### src/verilog/serial_channel_pkg.sv
// constants and field layouts for the tagged serial channel transceiver
package serial_channel_pkg;
    localparam int CORE_CLK_HZ = 125000000;
    localparam int OSC_HZ = 15000000;
    // register indices
    localparam logic [3:0] REG_CHANNEL_SELECT = 4'h0;
    localparam logic [3:0] REG_ADDRESS_COMPARE = 4'h1;
    localparam logic [3:0] REG_RECEIVE_FUNCTION = 4'h3;
    localparam logic [3:0] REG_SIXTH_CONTROL = 4'h6;
    localparam logic [3:0] REG_SEVENTH_CONTROL = 4'h7;
    localparam logic [3:0] REG_TX_DATA = 4'h8;
    localparam logic [3:0] REG_RX_DATA = 4'h9;
    localparam logic [3:0] REG_STATUS = 4'hA;
    localparam logic [3:0] REG_CRC = 4'hB;
    // word framing
    localparam int WORD_BITS = 20;
    localparam int DATA_BITS = 16;
    localparam int DATA_FIRST = 2;
    localparam int DATA_LAST = 17;
    localparam int REPEAT_DELAY_BITS = 2;
    // channel_select_word fields
    localparam int SEL_LSB = 0;
    localparam int RATE_LSB = 2;
    localparam int RATE_W = 12;
    // sixth / seventh control word fields
    localparam int CTL_LINE_BIT = 3;
    localparam int CTL_ADDR_BIT = 2;
    localparam int REPEAT_BIT = 15;
    localparam int CRC_SRC_BIT = 12;
    localparam int CRC_TEST_BIT = 13;
    localparam int CRC_TX_BIT = 14;
    localparam int TAG_BIT = 15;
    // receive function field: compare group 8..11, no-compare 12..15
    localparam int FN_CMP_LSB = 8;
    localparam int FN_NOCMP_LSB = 12;
    localparam int ADDR_LSB = 9;
    localparam int ADDR_W = 6;
    localparam logic [15:0] CRC_POLY = 16'h8005;
    localparam logic [15:0] CRC_INIT = 16'h0000;
    localparam logic [11:0] RATE_RESET = 12'h00F;
endpackage

### src/verilog/tagged_serial_channel_transceiver.sv
// four channel tagged serial word transceiver with crc and handshakes
//
// Decided for this implementation: the strobed register port and the placing of the registers.
`timescale 1ns/100ps
module tagged_serial_channel_transceiver #(
    parameter int CHANNELS = 4
) (
    input wire logic I_CORE_CLK,
    input wire logic I_RESET,
    input wire logic [3:0] I_ADDR,
    input wire logic [15:0] I_WDATA,
    input wire logic I_WRITE,
    input wire logic I_READ,
    output logic [15:0] O_RDATA,
    input wire logic [CHANNELS-1:0] I_RX_LINE,
    input wire logic [CHANNELS-1:0] I_SET_READY,
    input wire logic [CHANNELS-1:0] I_CLEAR_TO_SEND,
    output logic [CHANNELS-1:0] O_TX_LINE,
    output logic [CHANNELS-1:0] O_TERMINAL_READY,
    output logic [CHANNELS-1:0] O_REQUEST_TO_SEND,
    input wire logic I_PROGRAM_READY,
    output logic O_SERVICE_REQUEST,
    output logic O_DEVICE_END,
    output logic O_JUMP_MET,
    output logic O_FUNCTION_INTERRUPT,
    output logic O_SERVICE_INTERRUPT,
    output logic O_CRC_INTERRUPT,
    output logic O_STATUS_CLOCK
);
    import serial_channel_pkg::*;
    // after nineteen shifts frame bit k sits at position k+1
    localparam int RX_TAG_POS = 2;
    localparam int RX_ADDR_POS = RX_TAG_POS + 1 + ADDR_LSB;

    typedef enum logic [1:0] {RX_IDLE, RX_SHIFT, RX_STORE} rx_state_t;
    typedef enum logic [1:0] {TX_IDLE, TX_WAIT, TX_SHIFT} tx_state_t;

    typedef struct packed {
        logic [15:0] channel_select_word;
        logic [15:0] address_compare_word;
        logic [15:0] receive_function_word;
        logic [15:0] sixth_control_word;
        logic [15:0] seventh_control_word;
        logic [13:0] osc_acc;
        logic [11:0] baud_cnt;
        logic [3:0] rx_pipe;
        logic [3:0] rx_sub;
        logic [4:0] rx_bit;
        logic [WORD_BITS-1:0] rx_shift;
        rx_state_t rx_state;
        logic [17:0] rx_buffer;
        logic rx_word_available;
        logic read_ready_flop;
        logic overrun_flag;
        logic compare_hit;
        logic tag_seen;
        logic [3:0] tx_sub;
        logic [4:0] tx_bit;
        logic [WORD_BITS-1:0] tx_shift;
        tx_state_t tx_state;
        logic [15:0] tx_hold;
        logic tx_busy_flop;
        logic tx_crc_sel;
        logic tx_out;
        logic [REPEAT_DELAY_BITS*16-1:0] rep_delay;
        logic [15:0] crc;
        logic crc_error_flop;
        logic [CHANNELS-1:0] terminal_ready;
        logic [CHANNELS-1:0] request_to_send;
        logic [CHANNELS-1:0] dsr_s1;
        logic [CHANNELS-1:0] dsr_s2;
        logic [CHANNELS-1:0] dsr_s3;
        logic [CHANNELS-1:0] rxl_s1;
        logic [CHANNELS-1:0] rxl_s2;
        logic [CHANNELS-1:0] rxl_s3;
        logic [CHANNELS-1:0] cts_s1;
        logic [CHANNELS-1:0] cts_s2;
        logic [CHANNELS-1:0] cts_s3;
        logic [CHANNELS-1:0] dsr_q;
        logic [CHANNELS-1:0] rxl_q;
        logic [CHANNELS-1:0] cts_q;
        logic service_valid;
        logic [1:0] channel_number;
        logic service_send;
        logic sense;
        logic [15:0] rdata;
        logic [CHANNELS-1:0] tx_line;
        logic service_request;
        logic device_end;
        logic jump_met;
        logic func_int;
        logic svc_int;
        logic crc_int;
        logic status_clock;
    } state_t;

    state_t r;
    state_t next_r;

    function automatic logic [15:0] crc_step(input logic [15:0] c,
                                             input logic d);
        logic fb;
        fb = c[15] ^ d;
        crc_step = {c[14:0], 1'b0} ^ (fb ? CRC_POLY : 16'h0000);
    endfunction

    // frame bit i: 0 start, 1 tag, 2..17 data lsb first, 18,19 stop
    function automatic logic [WORD_BITS-1:0] frame(input logic tag,
                                                  input logic [15:0] d);
        frame = {2'b11, d, tag, 1'b0};
    endfunction

    logic [1:0] sel;
    logic baud_tick;
    logic rx_in;
    logic [5:0] addr_bits;
    logic [3:0] fn;
    logic cts_sel;
    logic crc_src_tx;
    logic [CHANNELS-1:0] dsr_new;
    logic [CHANNELS-1:0] start_other;
    logic dsr_drop;
    logic rep_bit;

    always_comb begin
        next_r = r;
        sel = r.channel_select_word[SEL_LSB +: 2];
        crc_src_tx = r.seventh_control_word[CRC_SRC_BIT];
        addr_bits = '0;
        fn = '0;
        baud_tick = 1'b0;
        next_r.status_clock = 1'b0;
        next_r.device_end = 1'b0;
        next_r.func_int = 1'b0;
        next_r.svc_int = 1'b0;
        next_r.crc_int = 1'b0;

        // synchronisers: a change counts when stages two and three agree
        next_r.dsr_s1 = I_SET_READY;
        next_r.dsr_s2 = r.dsr_s1;
        next_r.dsr_s3 = r.dsr_s2;
        next_r.rxl_s1 = I_RX_LINE;
        next_r.rxl_s2 = r.rxl_s1;
        next_r.rxl_s3 = r.rxl_s2;
        next_r.cts_s1 = I_CLEAR_TO_SEND;
        next_r.cts_s2 = r.cts_s1;
        next_r.cts_s3 = r.cts_s2;
        for (int c = 0; c < CHANNELS; c++) begin
            if (r.dsr_s2[c] == r.dsr_s3[c]) begin
                next_r.dsr_q[c] = r.dsr_s3[c];
            end
            if (r.rxl_s2[c] == r.rxl_s3[c]) begin
                next_r.rxl_q[c] = r.rxl_s3[c];
            end
            if (r.cts_s2[c] == r.cts_s3[c]) begin
                next_r.cts_q[c] = r.cts_s3[c];
            end
        end
        rx_in = r.rxl_q[sel];
        cts_sel = r.cts_q[sel];

        // oscillator enable from core clock, then baud counter
        if (r.osc_acc >= 14'(CORE_CLK_HZ / 10000 - OSC_HZ / 10000)) begin
            next_r.osc_acc = 14'(r.osc_acc + OSC_HZ / 10000
                                 - CORE_CLK_HZ / 10000);
            if (r.baud_cnt == 12'h000) begin
                next_r.baud_cnt = r.channel_select_word[RATE_LSB +: RATE_W]
                                  ;
                baud_tick = 1'b1;
            end else begin
                next_r.baud_cnt = r.baud_cnt - 12'h001;
            end
        end else begin
            next_r.osc_acc = 14'(r.osc_acc + OSC_HZ / 10000);
        end

        // receiver: 16 ticks per bit
        unique case (r.rx_state)
            RX_IDLE: begin
                if (!rx_in && baud_tick) begin
                    next_r.rx_state = RX_SHIFT;
                    next_r.rx_sub = 4'h0;
                    next_r.rx_bit = 5'h00;
                end
            end
            RX_SHIFT: begin
                if (baud_tick) begin
                    next_r.rx_sub = r.rx_sub + 4'h1;
                    if (r.rx_sub == 4'h7) begin
                        next_r.rx_shift = {rx_in, r.rx_shift[19:1]};
                        next_r.rx_bit = r.rx_bit + 5'h01;
                        if (r.rx_bit == 5'h00 && rx_in) begin
                            next_r.rx_state = RX_IDLE;
                        end else if (r.rx_bit == 5'(WORD_BITS - 2)) begin
                            next_r.rx_state = RX_STORE;
                        end
                        if (r.rx_bit >= 5'(DATA_FIRST)
                            && r.rx_bit <= 5'(DATA_LAST) && !crc_src_tx) begin
                            next_r.crc = crc_step(r.crc, rx_in);
                        end
                    end
                end
            end
            RX_STORE: begin
                next_r.rx_buffer = r.rx_shift[19:2];
                next_r.status_clock = 1'b1;
                addr_bits = r.rx_shift[RX_ADDR_POS +: ADDR_W];
                next_r.compare_hit = (addr_bits ==
                    r.address_compare_word[ADDR_W-1:0]);
                next_r.tag_seen = r.rx_shift[RX_TAG_POS];
                if (r.rx_word_available) begin
                    next_r.overrun_flag = 1'b1;
                end
                if (r.rx_shift[RX_TAG_POS]) begin
                    fn = next_r.compare_hit
                        ? r.receive_function_word[FN_CMP_LSB +: 4]
                        : r.receive_function_word[FN_NOCMP_LSB +: 4];
                    if (fn[0]) begin
                        next_r.read_ready_flop = 1'b1;
                        next_r.rx_word_available = 1'b0;
                    end
                    next_r.device_end = fn[1];
                    if (fn[2]) begin
                        next_r.jump_met = I_PROGRAM_READY;
                    end
                    next_r.func_int = fn[3];
                end else if (!r.sixth_control_word[REPEAT_BIT]) begin
                    next_r.rx_word_available = 1'b1;
                    next_r.read_ready_flop = 1'b0;
                end
                next_r.rx_shift = '0;
                next_r.rx_bit = 5'h00;
                next_r.rx_state = RX_IDLE;
            end
            default: next_r.rx_state = RX_IDLE;
        endcase

        // repeat path: delay line of two bit times in ticks
        rep_bit = r.rep_delay[REPEAT_DELAY_BITS*16-1];
        if (baud_tick) begin
            next_r.rep_delay = {r.rep_delay[REPEAT_DELAY_BITS*16-2:0],
                                rx_in};
        end

        // transmitter
        unique case (r.tx_state)
            TX_IDLE: begin
                if (r.tx_busy_flop) begin
                    next_r.tx_state = TX_WAIT;
                    next_r.tx_shift = frame(r.seventh_control_word[TAG_BIT],
                        r.tx_crc_sel ? r.crc : r.tx_hold);
                end
            end
            TX_WAIT: begin
                if (cts_sel && r.request_to_send[sel]) begin
                    next_r.tx_state = TX_SHIFT;
                    next_r.tx_sub = 4'h0;
                    next_r.tx_bit = 5'h00;
                end
            end
            TX_SHIFT: begin
                if (baud_tick) begin
                    next_r.tx_sub = r.tx_sub + 4'h1;
                    if (r.tx_sub == 4'hF) begin
                        next_r.tx_shift = {1'b1, r.tx_shift[19:1]};
                        next_r.tx_bit = r.tx_bit + 5'h01;
                        if (r.tx_bit >= 5'(DATA_FIRST)
                            && r.tx_bit <= 5'(DATA_LAST) && crc_src_tx
                            && !r.tx_crc_sel) begin
                            next_r.crc = crc_step(r.crc, r.tx_shift[0]);
                        end
                        if (r.tx_bit == 5'(WORD_BITS - 1)) begin
                            next_r.tx_busy_flop = 1'b0;
                            next_r.tx_state = TX_IDLE;
                        end
                    end
                end
            end
            default: next_r.tx_state = TX_IDLE;
        endcase
        if (r.sixth_control_word[REPEAT_BIT]) begin
            next_r.tx_out = rep_bit;
        end else begin
            next_r.tx_out = (r.tx_state == TX_SHIFT) ? r.tx_shift[0] : 1'b1;
        end
        for (int c = 0; c < CHANNELS; c++) begin
            next_r.tx_line[c] = (c[1:0] == sel) ? r.tx_out : 1'b1;
        end

        // channel monitors and priority decoder
        dsr_new = '0;
        start_other = '0;
        dsr_drop = r.dsr_q[sel] && !r.dsr_s2[sel] && !r.dsr_s3[sel];
        for (int c = 0; c < CHANNELS; c++) begin
            dsr_new[c] = !r.dsr_q[c] && r.dsr_s2[c] && r.dsr_s3[c];
            if (c[1:0] != sel && r.rxl_q[c] && !r.rxl_s2[c]
                && !r.rxl_s3[c]) begin
                start_other[c] = 1'b1;
            end
        end
        if (!r.service_valid) begin
            if (dsr_drop) begin
                next_r.service_valid = 1'b1;
                next_r.channel_number = sel;
                next_r.service_send = 1'b0;
                next_r.svc_int = 1'b1;
            end else begin
                for (int c = CHANNELS - 1; c >= 0; c--) begin
                    if (dsr_new[c] || start_other[c]) begin
                        next_r.service_valid = 1'b1;
                        next_r.channel_number = c[1:0];
                        next_r.service_send = start_other[c];
                        next_r.svc_int = 1'b1;
                    end
                end
            end
        end
        next_r.sense = |(r.dsr_q & r.terminal_ready);

        next_r.service_request = r.rx_word_available & ~r.read_ready_flop;

        // register port
        if (I_WRITE) begin
            unique case (I_ADDR)
                REG_CHANNEL_SELECT: next_r.channel_select_word = I_WDATA;
                REG_ADDRESS_COMPARE: next_r.address_compare_word = I_WDATA;
                REG_RECEIVE_FUNCTION: next_r.receive_function_word = I_WDATA;
                REG_SIXTH_CONTROL: begin
                    next_r.sixth_control_word = I_WDATA;
                    next_r.terminal_ready[sel] =
                        I_WDATA[CTL_LINE_BIT] ^ I_WDATA[CTL_ADDR_BIT]
                        ^ I_WDATA[CTL_ADDR_BIT];
                    next_r.service_valid = next_r.svc_int;
                end
                REG_SEVENTH_CONTROL: begin
                    next_r.seventh_control_word = I_WDATA;
                    next_r.request_to_send[sel] =
                        I_WDATA[CTL_LINE_BIT];
                    next_r.service_valid = next_r.svc_int;
                    if (I_WDATA[CRC_TEST_BIT]) begin
                        next_r.crc_error_flop = |r.crc;
                        next_r.crc_int = |r.crc;
                        next_r.crc = CRC_INIT;
                    end
                end
                REG_TX_DATA: begin
                    if (r.tx_state == TX_IDLE) begin
                        next_r.tx_hold = I_WDATA;
                        next_r.tx_crc_sel = r.seventh_control_word[CRC_TX_BIT];
                        next_r.tx_busy_flop = 1'b1;
                    end
                end
                REG_STATUS: begin
                    next_r.overrun_flag = 1'b0;
                    next_r.crc_error_flop = 1'b0;
                end
                default: begin
                end
            endcase
        end
        if (I_READ) begin
            unique case (I_ADDR)
                REG_CHANNEL_SELECT: next_r.rdata = r.channel_select_word;
                REG_ADDRESS_COMPARE: next_r.rdata = r.address_compare_word;
                REG_RECEIVE_FUNCTION: next_r.rdata = r.receive_function_word;
                REG_SIXTH_CONTROL: next_r.rdata = r.sixth_control_word;
                REG_SEVENTH_CONTROL: next_r.rdata = r.seventh_control_word;
                REG_TX_DATA: next_r.rdata = r.tx_hold;
                REG_RX_DATA: begin
                    next_r.rdata = r.rx_buffer[16:1];
                    next_r.rx_word_available = 1'b0;
                    next_r.read_ready_flop = 1'b0;
                end
                REG_STATUS: next_r.rdata = {r.tx_busy_flop,
                    r.rx_word_available, r.read_ready_flop, 2'b00,
                    r.service_valid, r.service_send, r.channel_number,
                    r.sense, r.crc_error_flop, r.overrun_flag,
                    r.tag_seen, r.compare_hit, r.jump_met, 1'b0};
                REG_CRC: next_r.rdata = r.crc;
                default: next_r.rdata = 16'h0000;
            endcase
        end else begin
            next_r.rdata = 16'h0000;
        end
        // hardware sets of overrun_flag and rx_word_available win over software clears
        if (r.rx_state == RX_STORE && r.rx_word_available) begin
            next_r.overrun_flag = 1'b1;
        end
        if (r.rx_state == RX_STORE && !r.rx_shift[RX_TAG_POS]
            && !r.sixth_control_word[REPEAT_BIT]) begin
            next_r.rx_word_available = 1'b1;
        end
    end

    always_ff @(posedge I_CORE_CLK) begin
        if (I_RESET) begin
            r <= '0;
            r.channel_select_word <= {2'h0, RATE_RESET, 2'h0};
            r.tx_out <= 1'b1;
            r.tx_line <= '1;
            r.rep_delay <= '1;
            r.rxl_s1 <= '1;
            r.rxl_s2 <= '1;
            r.rxl_s3 <= '1;
            r.rxl_q <= '1;
        end else begin
            r <= next_r;
        end
    end

    assign O_RDATA = r.rdata;
    assign O_TX_LINE = r.tx_line;
    assign O_TERMINAL_READY = r.terminal_ready;
    assign O_REQUEST_TO_SEND = r.request_to_send;
    assign O_SERVICE_REQUEST = r.service_request;
    assign O_DEVICE_END = r.device_end;
    assign O_JUMP_MET = r.jump_met;
    assign O_FUNCTION_INTERRUPT = r.func_int;
    assign O_SERVICE_INTERRUPT = r.svc_int;
    assign O_CRC_INTERRUPT = r.crc_int;
    assign O_STATUS_CLOCK = r.status_clock;
endmodule

### config.mk
export PLATFORM = sky130hd
export DESIGN_NAME = tagged_serial_channel_transceiver
export DESIGN_NICKNAME = d
export VERILOG_FILES = /design/src/verilog/serial_channel_pkg.sv /design/src/verilog/tagged_serial_channel_transceiver.sv
export SDC_FILE = /design/constraint.sdc
export NUM_CORES = 1
export LEC_CHECK = 0
export ABC_AREA = 1
export ABC_CLOCK_PERIOD_IN_PS = 5050
export BUFFER_PORTS_ARGS = -buffer_cell sky130_fd_sc_hd__clkbuf_2
export CAP_MARGIN = 20
export CORE_MARGIN = 1
export CORE_UTILIZATION = 50
export CTS_BUF_LIST = sky130_fd_sc_hd__clkbuf_8
export DETAILED_ROUTE_END_ITERATION = 6
export PLACE_DENSITY = 0.69
export SYNTH_ARGS = -nofsm -noshare
export SYNTH_HDL_FRONTEND = slang
export SYNTH_SLANG_ARGS = --single-unit
export TNS_END_PERCENT = 30
### constraint.sdc
create_clock -name I_CORE_CLK -period 5.05 [get_ports I_CORE_CLK]
set_clock_uncertainty 0.15 [all_clocks]
set_input_delay 0.2525 -clock I_CORE_CLK [delete_from_list [all_inputs] [get_ports I_CORE_CLK]]
set_output_delay 0.2525 -clock I_CORE_CLK [all_outputs]
set_load 0.03 [all_outputs]
==> results of run 1 <==
## metrics by stage
stage | util, % | total power, uW | cells | area, um^2
5_1_grt | 57.5 | 6230 | 2562 | 17000
3_5_place_dp | 51.7 | 3360 | 2415 | 15300
6_report | 57.5 | 6000 | 2562 | 17000
2_1_floorplan | - | 3220 | 2077 | 15100
4_1_cts | 57.5 | 6020 | 2562 | 17000
3_3_place_gp | 51.7 | 3340 | 2415 | 15300
## sequential cells by signal, indices dropped and copies added (netlist names), 4 cells and up
name and flops:
O_REQUEST_TO_SEND 4, O_TERMINAL_READY 4, next_r 24, O_TX_LINE 4
r 281, O_RDATA 16
## logic make-up after synthesis
group | share of synthesized area [%]
AND/OR/NAND/NOR | 23.6
AO/OA/AOI/OAI | 18.8
buffers and inverters | 10.1
flip-flops | 45.3
XOR/XNOR | 0.989
adder cells (fa/ha/maj) | 1.16
## path summary, 6_finish.rpt
path,startpoint,to
min,I_RX_LINE[2],next_r[62]
min reg2reg,next_r[51],next_r[47]
max,r[259],r[98]
max reg2reg,r[259],r[98]
## power by group through the flow
stage	Clock, uW	Sequential (uW)	Combinational [uW]
6_report	2670	2810	524
5_1_grt	2820	2820	586
4_1_cts	2700	2810	518
3_5_place_dp	0	2860	493
3_3_place_gp	0	2860	481
2_1_floorplan	0	2850	375
## worst reg2reg max path: stages, from the launching register on
cell	delay, ns
dfxtp_1	0.33
inv_1	0.15
ha_1	0.17
nor2_1	0.05
nor2_1	0.14
nand4_1	0.12
nand2_2	0.42
nand2_4	0.37
inv_2	0.65
nand3_2	0.25
nand2_2	0.37
nand2_1	0.12
nand2_1	0.08
nor2_1	0.04
## cell type report
cell class	instances	area, um^2	area share (%)
Tap cell	390	488	2.86
Inverter	231	873	5.12
Sequential cell	341	6830	40.1
Multi-Input combinational cell	1377	6720	39.4
Clock buffer	78	1070	6.30
Clock inverter	24	203	1.19
Timing Repair Buffer	121	858	5.04
## cells in the final DEF (no fill, tap or decap), types with 2 or more instances in the layout
| cell | Yosys | layout |
|---|---|---|
| nor3_1 | 19 | 19 |
| nor2_4 | 6 | 6 |
| nand2_2 | 13 | 13 |
| nand3_1 | 107 | 107 |
| dfxtp_1 | 341 | 341 |
| o2111ai_1 | 3 | 3 |
| nand4_1 | 16 | 16 |
| inv_8 | 0 | 2 |
| nor2_1 | 244 | 243 |
| or2_2 | 9 | 9 |
| clkinv_2 | 1 | 6 |
| inv_4 | 1 | 2 |
| a211oi_1 | 17 | 17 |
| o211ai_1 | 7 | 7 |
| nor2_2 | 8 | 9 |
| dlygate4sd3_1 | 0 | 45 |
| ha_1 | 14 | 14 |
| a31oi_1 | 13 | 13 |
| buf_4 | 32 | 5 |
| inv_1 | 209 | 221 |
| xor2_1 | 11 | 11 |
| nor4_1 | 10 | 10 |
| o22ai_1 | 43 | 43 |
| a221oi_1 | 8 | 8 |
| nand3_2 | 5 | 5 |
| o31ai_1 | 3 | 3 |
| a21oi_1 | 207 | 207 |
| o21ai_0 | 210 | 210 |
| nand2_1 | 372 | 372 |
| o21ai_1 | 6 | 6 |
| xnor2_1 | 6 | 6 |
| nand2_4 | 5 | 5 |
| clkbuf_8 | 0 | 78 |
| inv_2 | 19 | 19 |
| bufinv_16 | 0 | 3 |
| clkbuf_2 | 0 | 70 |
| nand3b_1 | 2 | 2 |
| o21ai_2 | 3 | 3 |
## synthesized netlist by cell type (all sizes together) (2+ instances only)
cell and number:
clkinv 2, clkbuf 60, ha 14, o2111ai 3, a221oi 8, xnor2 6
xor2 11, nor3 19, dfxtp 341, inv 229, or2 11, nor2 258
nand2 390, nor4 11, buf 68, o22ai 44, o21ai 219, a31oi 13
nand4 17, nand3 113, a211oi 17, a21oi 207, o211ai 7, o31ai 3
nand3b 2
## layer usage
| metal | vias to the layer above | part of all wire [%] |
|---|---|---|
| li1 | 6902 | - |
| met1 | 6377 | 45 |
| met2 | 573 | 43 |
| met3 | 121 | 7.0 |
| met4 | 0 | 4.9 |
| met5 | - | 0 |
## repair_timing
action                                 CTS  global route
endpoints found under the hold margin  124             0
hold buffers                            45             0
setup buffers                            0             0
==> impl_metrics.tcl, run 1 <==
set metrics [dict create \
    antenna_found_initial 0 \
    netlist_area_mm2 0.0151 \
    post_cts_resize_count 0 \
    hold_class "in -> reg" \
    die_w_um 176 \
    critPathMostFrequentCell "nor2_1" \
    hold_viol_final 0 \
    die-area_mm2 0.0308 \
    ys_warn_count 0 \
    grt_max_degree 160 \
    syn_inst 2077 \
    clockBufferDepth 3 \
    net-switching-power_uw 1560 \
    swShare_pct 25.9 \
    crit_fanout 42 \
    synthTopCellsByArea "dfxtp_1, nand2_1, o21ai_0" \
    wl_um 42000 \
    htreeDepth 2 \
    synth_edf_count 0 \
    min_period_over_period_pct 69.5 \
    rsz0062_at_grt "false" \
    crit_buf_inv 2 \
    maxSlewViolCount 0 \
    synth_top_area_cell "dfxtp_1" \
    status "complete, no violations" \
    drc 0 \
    io_pins 72 \
    cts_made_buffers 56 \
    combPwrFrac_pct 8.7 \
    holdPathStages 3 \
    fin_tns_setup_ns 0 \
    clk_pin_slew_worst_paths_ns 0.06 \
    fmaxAchievable_mhz 285 \
    grt_overflow 0 \
    pwr-share-clk_pct 44.5 \
    ff2ff_setup_slack_ns 1.54 \
    tightest_slew_ns 1.12 \
    cp.required_ns 5.39 \
    p_int_uw 4450 \
    grt_pass1_vias 12700 \
    synth-seq-cells 341 \
    ys_types 48 \
    wl_per_cell_um 16.4 \
    syn-num-nets 2128 \
    pwr-share-seq_pct 46.8 \
    grt_use_met1_pct 37.6 \
    rr_worst_depth 13 \
    first_pass_iters 6 \
    vdd_drop_max_mv 0.231 \
    clock-sinks 341 \
    crit_path_max_incr_delay_ns 0.64 \
    cp_num_cells 13 \
    grt_pass1_wl_um 66800 \
    critical-path-slowest-cell "inv_2" \
    startpoint_type "register" \
    ys_seq_area_share_pct 45.3 \
    maxCapViolations 0 \
    pre_cts_slack_ns 1.56 \
    setup_ws_ns 1.54 \
    drive_above_1_share_pct 11.1 \
    path_cells "inv_1 > ha_1 > nor2_1 > nor2_1 > nand4_1 > nand2_2 > nand2_4 > inv_2 > nand3_2 > nand2_2 > nand2_1 > nand2_1 > nor2_1" \
    ant_nets 0 \
    clock-root-buffer "clkbuf_8" \
    fp-row-count 63 \
    async_reset_ff_share_pct 0 \
    num_vias 14000 \
    clkLatencyLatePin_ns 0.64 \
    layout.nets 2179 \
    crit_family "simple AND/OR/NAND/NOR gates" \
    end_kind "register" \
    power_density_mw_per_mm2 352 \
    relSlewSlack_pct 25.2 \
    port_buffers 71 \
    core_mm2 0.0296 \
    cts_tree "done" \
    grt_use_met3_pct 3.72 \
    met2_usage_pct 41.0 \
    post-route-min-period_ns 3.51 \
    dp_hpwl_um 28500 \
    start_util_pct 50.8 \
    syn_avg_cell_area_um2 7.25 \
    grt.total_usage_pct 27.1 \
    synth-main-ff-cell "dfxtp_1" \
    crit_type "reg -> reg" \
    diodes 0 \
    synth_top_area_share_pct 45.3 \
    setup_viol 0 \
    die_y_um 176 \
    p_leak_uw 0.00709 \
    syn_to_final_growth_pct 13.1 \
    finalHoldWorstSlack_ns 0.221 \
    fillerInstances 2795 \
    gr-max-usage-layer "met2" \
    via_per_inst 5.45 \
    critPathArrivalTime_ns 3.85 \
    drt_iter0_drc 1498 \
    gp_congestion 0.955 \
]
(Power assumes the default switching activity.)
==> run 2: changes to the inputs <==
--- a/config.mk
+++ b/config.mk
@@ -6,14 +6,14 @@
 export NUM_CORES = 1
 export LEC_CHECK = 0
 export ABC_AREA = 1
-export ABC_CLOCK_PERIOD_IN_PS = 5050
+export ABC_CLOCK_PERIOD_IN_PS = 3100
 export BUFFER_PORTS_ARGS = -buffer_cell sky130_fd_sc_hd__clkbuf_2
 export CAP_MARGIN = 20
 export CORE_MARGIN = 1
 export CORE_UTILIZATION = 50
 export CTS_BUF_LIST = sky130_fd_sc_hd__clkbuf_8
 export DETAILED_ROUTE_END_ITERATION = 6
-export PLACE_DENSITY = 0.69
+export PLACE_DENSITY = 0.72
 export SYNTH_ARGS = -nofsm -noshare
 export SYNTH_HDL_FRONTEND = slang
 export SYNTH_SLANG_ARGS = --single-unit
==> constraint.sdc (replaced) <==
create_clock -name I_CORE_CLK -period 3.1 [get_ports I_CORE_CLK]
set_clock_uncertainty 0.15 [all_clocks]
set_input_delay 0.155 -clock I_CORE_CLK [delete_from_list [all_inputs] [get_ports I_CORE_CLK]]
set_output_delay 0.155 -clock I_CORE_CLK [all_outputs]
set_load 0.03 [all_outputs]
==> impl_metrics.tcl, run 2 (synthesis gave the netlist of run 1 again) <==
set metrics [dict create \
    status "complete, no violations" \
    fmaxAchievable_mhz 383 \
    fin_tns_setup_ns 0 \
    post_cts_buffers 0 \
    vdd_drop_max_mv 0.348 \
    critPathArrivalTime_ns 2.95 \
    ant_nets 0 \
    fp-row-count 63 \
    rr_worst_depth 13 \
    min_period_over_period_pct 84.3 \
    p_leak_uw 0.00719 \
    grt_overflow 0 \
    cp.required_ns 3.43 \
    hold_end "next_r[69]" \
    startpoint_type "register" \
    finalHoldWorstSlack_ns 0.241 \
    die_y_um 176 \
    holdPathStages 2 \
    fin_util_pct 58.0 \
    diodes 0 \
    die_w_um 176 \
    crit-reg2reg-capture "r[178]" \
    power_density_mw_per_mm2 566 \
    clock-root-buffer "clkbuf_8" \
    drt_iter0_drc 1419 \
    grt_max_degree 71 \
    port_buffers 71 \
    cts_tree "done" \
    layout_commonest_cell "nand2_1" \
    syn_to_final_growth_pct 14.0 \
    crit_fanout 35 \
    cts_made_buffers 55 \
    hold_start "next_r[73]" \
    setup_viol 0 \
    ff2ff_setup_slack_ns 0.49 \
    io_pins 72 \
    pre_cts_slack_ns 0.526 \
    hold_viol_final 0 \
    startpoint "r[259]" \
    regMostFlops "r" \
    core_mm2 0.0296 \
    clock-sinks 341 \
    crit_path_max_incr_delay_ns 0.38 \
    end_kind "register" \
    largest_reg_flops 281 \
    first_pass_iters 6 \
    critical-path-slowest-cell "dfxtp_1" \
    setup_ws_ns 0.487 \
    post-route-min-period_ns 2.61 \
    tightest_slew_ns 0.863 \
    postLayoutCellArea_mm2 0.0172 \
    drc 0 \
    most-common-layout-cells "nand2_1, dfxtp_1, nor2_1" \
    gp_congestion 0.901 \
    maxCapViolations 0 \
    clockBufferDepth 3 \
    grt.total_usage_pct 27.2 \
    clkLatencyLatePin_ns 0.60 \
    num_vias 14100 \
    clk_pin_slew_worst_paths_ns 0.06 \
    wl_um 42200 \
    rsz0062_at_grt "false" \
    dp_hpwl_um 29200 \
    crit_type "reg -> reg" \
    layout.nets 2201 \
    maxSlewViolCount 0 \
    htreeDepth 2 \
    r2r-start "r[259]" \
    post_dp_cell_area_mm2 0.0154 \
    relSlewSlack_pct 42.3 \
    drive_above_1_share_pct 11.7 \
    path_cells "inv_1 > ha_1 > nor2_1 > nor2_1 > nand4_1 > nand2_2 > nand2_4 > buf_4 > nand2_1 > nand3_4 > nand2_1 > nand2_1 > nor2_1" \
    grt_pass1_vias 12600 \
    start_util_pct 50.8 \
    hold_class "reg -> reg" \
    wl_per_cell_um 16.3 \
    grt_pass1_wl_um 66600 \
    die-area_mm2 0.0308 \
    via_per_inst 5.45 \
    antenna_found_initial 1 \
]
## run 2: area by class of cell
| cell class | instances | area (um^2) |
|---|---|---|
| clock buffer | 74 | 1020 |
| clock inverter | 27 | 221 |
| fill | 2762 | 12500 |
| inverter | 231 | 873 |
| multi-input combinational | 1377 | 6720 |
| sequential | 341 | 6830 |
| tap | 390 | 488 |
| timing repair buffer | 144 | 1030 |
## run 2: power breakdown
part,switching [uW],internal (uW)
sequential,85.8,4490
clock,1800,2460
combinational,606,278
total,2500,7230
## run 2: stage by stage
step,total power [uW],std cells
after floorplan,5250,2077
after CTS,9770,2584
after global routing,10100,2584
after global placement,5460,2433
final,9720,2584
after detailed placement,5480,2433
## run 2: worst max path at each step
stage,cells past startpoint,slack [ns],endpoint
after detailed placement,13,0.53,r[178]
after global placement,13,0.59,r[178]
after floorplan,12,1.28,r[167]
after CTS,13,0.51,r[178]
final,13,0.49,r[178]
after global routing,12,0.25,r[229]
## run 2: worst max-delay path: cells and delay by family (launching register included)
family	cells	cell delay [ns]
AND/OR/NAND/NOR	10	1.28
buffers and inverters	2	0.45
flip-flops	1	0.38
adder cells (fa/ha/maj)	1	0.22
## run 2: timing repair
item                                    in CTS  in global routing
resized for setup                            0                  0
hold buffers                                50                  0
endpoints found under the setup margin       0                  0
endpoints found under the hold margin      148                  0
## run 2: layer usage
| metal | track usage [%] | wire [um] | vias up |
|---|---|---|---|
| met5 | 0 | 19 | - |
| met2 | 41.3 | 18000 | 608 |
| met1 | 37.8 | 18900 | 6427 |
| met4 | 11.6 | 1680 | 2 |
| li1 | - | - | 6941 |
| met3 | 4.94 | 3540 | 112 |
==> run 3: changes to the inputs <==
--- a/config.mk
+++ b/config.mk
@@ -5,15 +5,15 @@
 export SDC_FILE = /design/constraint.sdc
 export NUM_CORES = 1
 export LEC_CHECK = 0
-export ABC_AREA = 1
-export ABC_CLOCK_PERIOD_IN_PS = 3100
+export ABC_AREA = 0
+export ABC_CLOCK_PERIOD_IN_PS = 2500
 export BUFFER_PORTS_ARGS = -buffer_cell sky130_fd_sc_hd__clkbuf_2
 export CAP_MARGIN = 20
 export CORE_MARGIN = 1
 export CORE_UTILIZATION = 50
 export CTS_BUF_LIST = sky130_fd_sc_hd__clkbuf_8
 export DETAILED_ROUTE_END_ITERATION = 6
-export PLACE_DENSITY = 0.72
+export PLACE_DENSITY = 0.69
 export SYNTH_ARGS = -nofsm -noshare
 export SYNTH_HDL_FRONTEND = slang
 export SYNTH_SLANG_ARGS = --single-unit
==> constraint.sdc (replaced) <==
create_clock -name I_CORE_CLK -period 2.5 [get_ports I_CORE_CLK]
set_clock_uncertainty 0.15 [all_clocks]
set_input_delay 0.125 -clock I_CORE_CLK [delete_from_list [all_inputs] [get_ports I_CORE_CLK]]
set_output_delay 0.125 -clock I_CORE_CLK [all_outputs]
set_load 0.03 [all_outputs]
==> impl_metrics.tcl, run 3 <==
set metrics [dict create \
    synth_most_common_cell "nand2_1" \
    pre_cts_slack_ns 0.00192 \
    synthTopCellsByArea "dfxtp_1, nand2_1, a21oi_1" \
    htreeDepth 2 \
    layout.nets 1932 \
    regMostFlops "r" \
    clock-root-buffer "clkbuf_8" \
    finalHoldWorstSlack_ns 0.0304 \
    ys_types 80 \
    regArea_mm2 0.00683 \
    dp.cells 2168 \
    relSlewSlack_pct 31.6 \
    die-area_mm2 0.0302 \
    setup_ws_ns 0.132 \
    synth_edf_count 0 \
    ff2ff_setup_slack_ns 0.13 \
    ys_warn_count 0 \
    synth_fa_ha_area_share_pct 1.19 \
    layout_commonest_cell "nand2_1" \
    clkLatencyLatePin_ns 0.60 \
    stdcell_count 2313 \
    synth_compound_area_share_pct 17.3 \
    clock-sinks 341 \
    port_buffers 71 \
    power_density_mw_per_mm2 716 \
    syn_to_final_growth_pct 16.3 \
    synth_top_area_cell "dfxtp_1" \
    hold_viol_final 0 \
    net-switching-power_uw 3160 \
    first_pass_iters 7 \
    status "finished with violations" \
    start_util_pct 51.2 \
    grt_overflow 0 \
    synth_simple_gate_area_share_pct 23.9 \
    setup_viol 0 \
    via_per_inst 5.65 \
    die_y_um 174 \
    p_int_uw 9150 \
    dp_hpwl_um 26800 \
    maxSlewViolCount 0 \
    async_reset_ff_share_pct 0 \
    crit_fanout 20 \
    rsz0062_at_grt "false" \
    syn-num-nets 1841 \
    critPathArrivalTime_ns 2.72 \
    ant_nets 0 \
    grt.total_usage_pct 26.5 \
    drc 3 \
    antenna_found_initial 1 \
    synth_top_family_by_area "simple AND/OR/NAND/NOR gates" \
    pwr-share-clk_pct 42.8 \
    synth.area.mux_share_pct 4.02 \
    ys_seq_area_share_pct 46.2 \
    violations "design-rule violations" \
    crit_type "reg -> reg" \
    end_kind "register" \
    pwr-share-seq_pct 46.4 \
    grt_max_degree 93 \
    synth_top_area_share_pct 46.2 \
    path_cells "and4bb_2 > nor3b_4 > o211ai_4 > buf_4 > nor2_4 > buf_4 > nand2_1 > a21oi_1" \
    drive_above_1_share_pct 15.7 \
    synth-main-ff-cell "dfxtp_1" \
    syn_avg_cell_area_um2 8.26 \
    wl_um 40300 \
    synthTopCellsByCount "nand2_1, dfxtp_1, a21oi_1" \
    multi_input_area_mm2 0.00722 \
    synth-seq-cells 341 \
    syn_inst 1790 \
    maxCapViolations 0 \
    clockBufferDepth 3 \
    tightest_slew_ns 1.03 \
    grt_pass1_wl_um 64500 \
    cts_made_buffers 56 \
    critical-path-slowest-cell "dfxtp_1" \
    num_vias 13100 \
    fin_tns_setup_ns 0 \
    clk_pin_slew_worst_paths_ns 0.06 \
    drt_iter0_drc 1261 \
    min_period_over_period_pct 94.7 \
    fillerInstances 2566 \
    post-route-min-period_ns 2.37 \
    most-common-layout-cells "nand2_1, dfxtp_1, a21oi_1" \
    synth_xor_area_share_pct 2.01 \
    cp.required_ns 2.85 \
    fp-row-count 62 \
    grt_pass1_vias 12200 \
    netlist_area_mm2 0.0148 \
    critPathMostFrequentCell "buf_4" \
    largest_reg_flops 281 \
    fmaxAchievable_mhz 422 \
    wl_per_cell_um 17.4 \
    cts_tree "done" \
    combPwrFrac_pct 10.9 \
    crit_path_max_incr_delay_ns 0.44 \
    core_mm2 0.0289 \
    p_leak_uw 0.00639 \
    die_w_um 174 \
    swShare_pct 25.7 \
    gp_congestion 0.934 \
    vdd_drop_max_mv 0.570 \
    io_pins 72 \
    startpoint_type "register" \
    hold_class "in -> reg" \
]
## run 3: cell types whose count changed after synthesis, moves of 13 or more
cell	change
mux2i_1	+56
a22oi_1	+34
inv_1	-190
clkbuf_1	+23
o21ai_0	-158
nand2b_1	+13
nand3b_1	+41
o22ai_1	-39
nor2b_1	+38
nand3_1	-78
nor2_1	-108
inv_2	-19
nand2_1	+40
## run 3: kinds of logic (layout without fill, tap and decap cells)
kind of cell    Yosys count  count (layout)
other cells               0               1
mux                      58              58
compound gates          411             411
buf+inv                 164             302
xor+xnor                 34              34
fa+ha+maj                14              14
flops                   341             341
simple gates            768             768
## run 3: cell type report
cell class	count	share of cell area [%]
Antenna cell	1	0.0146
Clock buffer	72	5.77
Clock inverter	33	1.48
Inverter	19	0.415
Multi-Input combinational cell	1285	42.0
Sequential cell	341	39.8
Tap cell	384	2.80
Timing Repair Buffer	178	7.74
## run 3: path summary, 6_finish.rpt
path               from          to  cells after the start
max reg2reg      r[266]      r[223]                      8
max              r[266]      r[223]                      8
min           I_ADDR[1]       r[31]                      6
min reg2reg  next_r[63]  next_r[59]                      1
## run 3: what timing repair did
item | CTS | global route
setup endpoints to repair | 1 | 67
pin swaps | 0 | 5
hold buffers | 35 | 0
buffers inserted | 0 | 4
gates resized for setup | 1 | 17
hold endpoints to repair | 153 | 0
## run 3: metal layers
layer / global-route usage [%] / vias up / wire (um)
met4: 10.9 / 0 / 1420
met1: 35.4 / 6147 / 17600
met5: 0 / - / 0
li1: - / 6323 / -
met2: 41.9 / 503 / 18100
met3: 5.25 / 104 / 3210
## run 3: metrics by stage
step | total power, uW | utilization, % | cell area (um^2)
3_5_place_dp | 7040 | 53.7 | 15500
4_1_cts | 12300 | 59.2 | 17100
3_3_place_gp | 7020 | 53.7 | 15500
2_1_floorplan | 6660 | - | 14800
6_report | 12300 | 59.6 | 17200
5_1_grt | 12800 | 59.5 | 17200
## run 3: critical path, delay by kind of cell, from the launching register on
kind                   cells  cell delay [ns]
AOI/OAI and AO/OA          2             0.36
buffers and inverters      2             0.47
and+or+nand+nor            4             0.86
DFF                        1             0.44
## run 3: power groups by stage
stage	registers, uW	logic [uW]	clock network, uW
floorplan	5750	907	0
CTS	5690	1280	5340
detailed placement	5810	1230	0
finish	5710	1340	5270
global placement	5810	1220	0
global route	5720	1470	5640
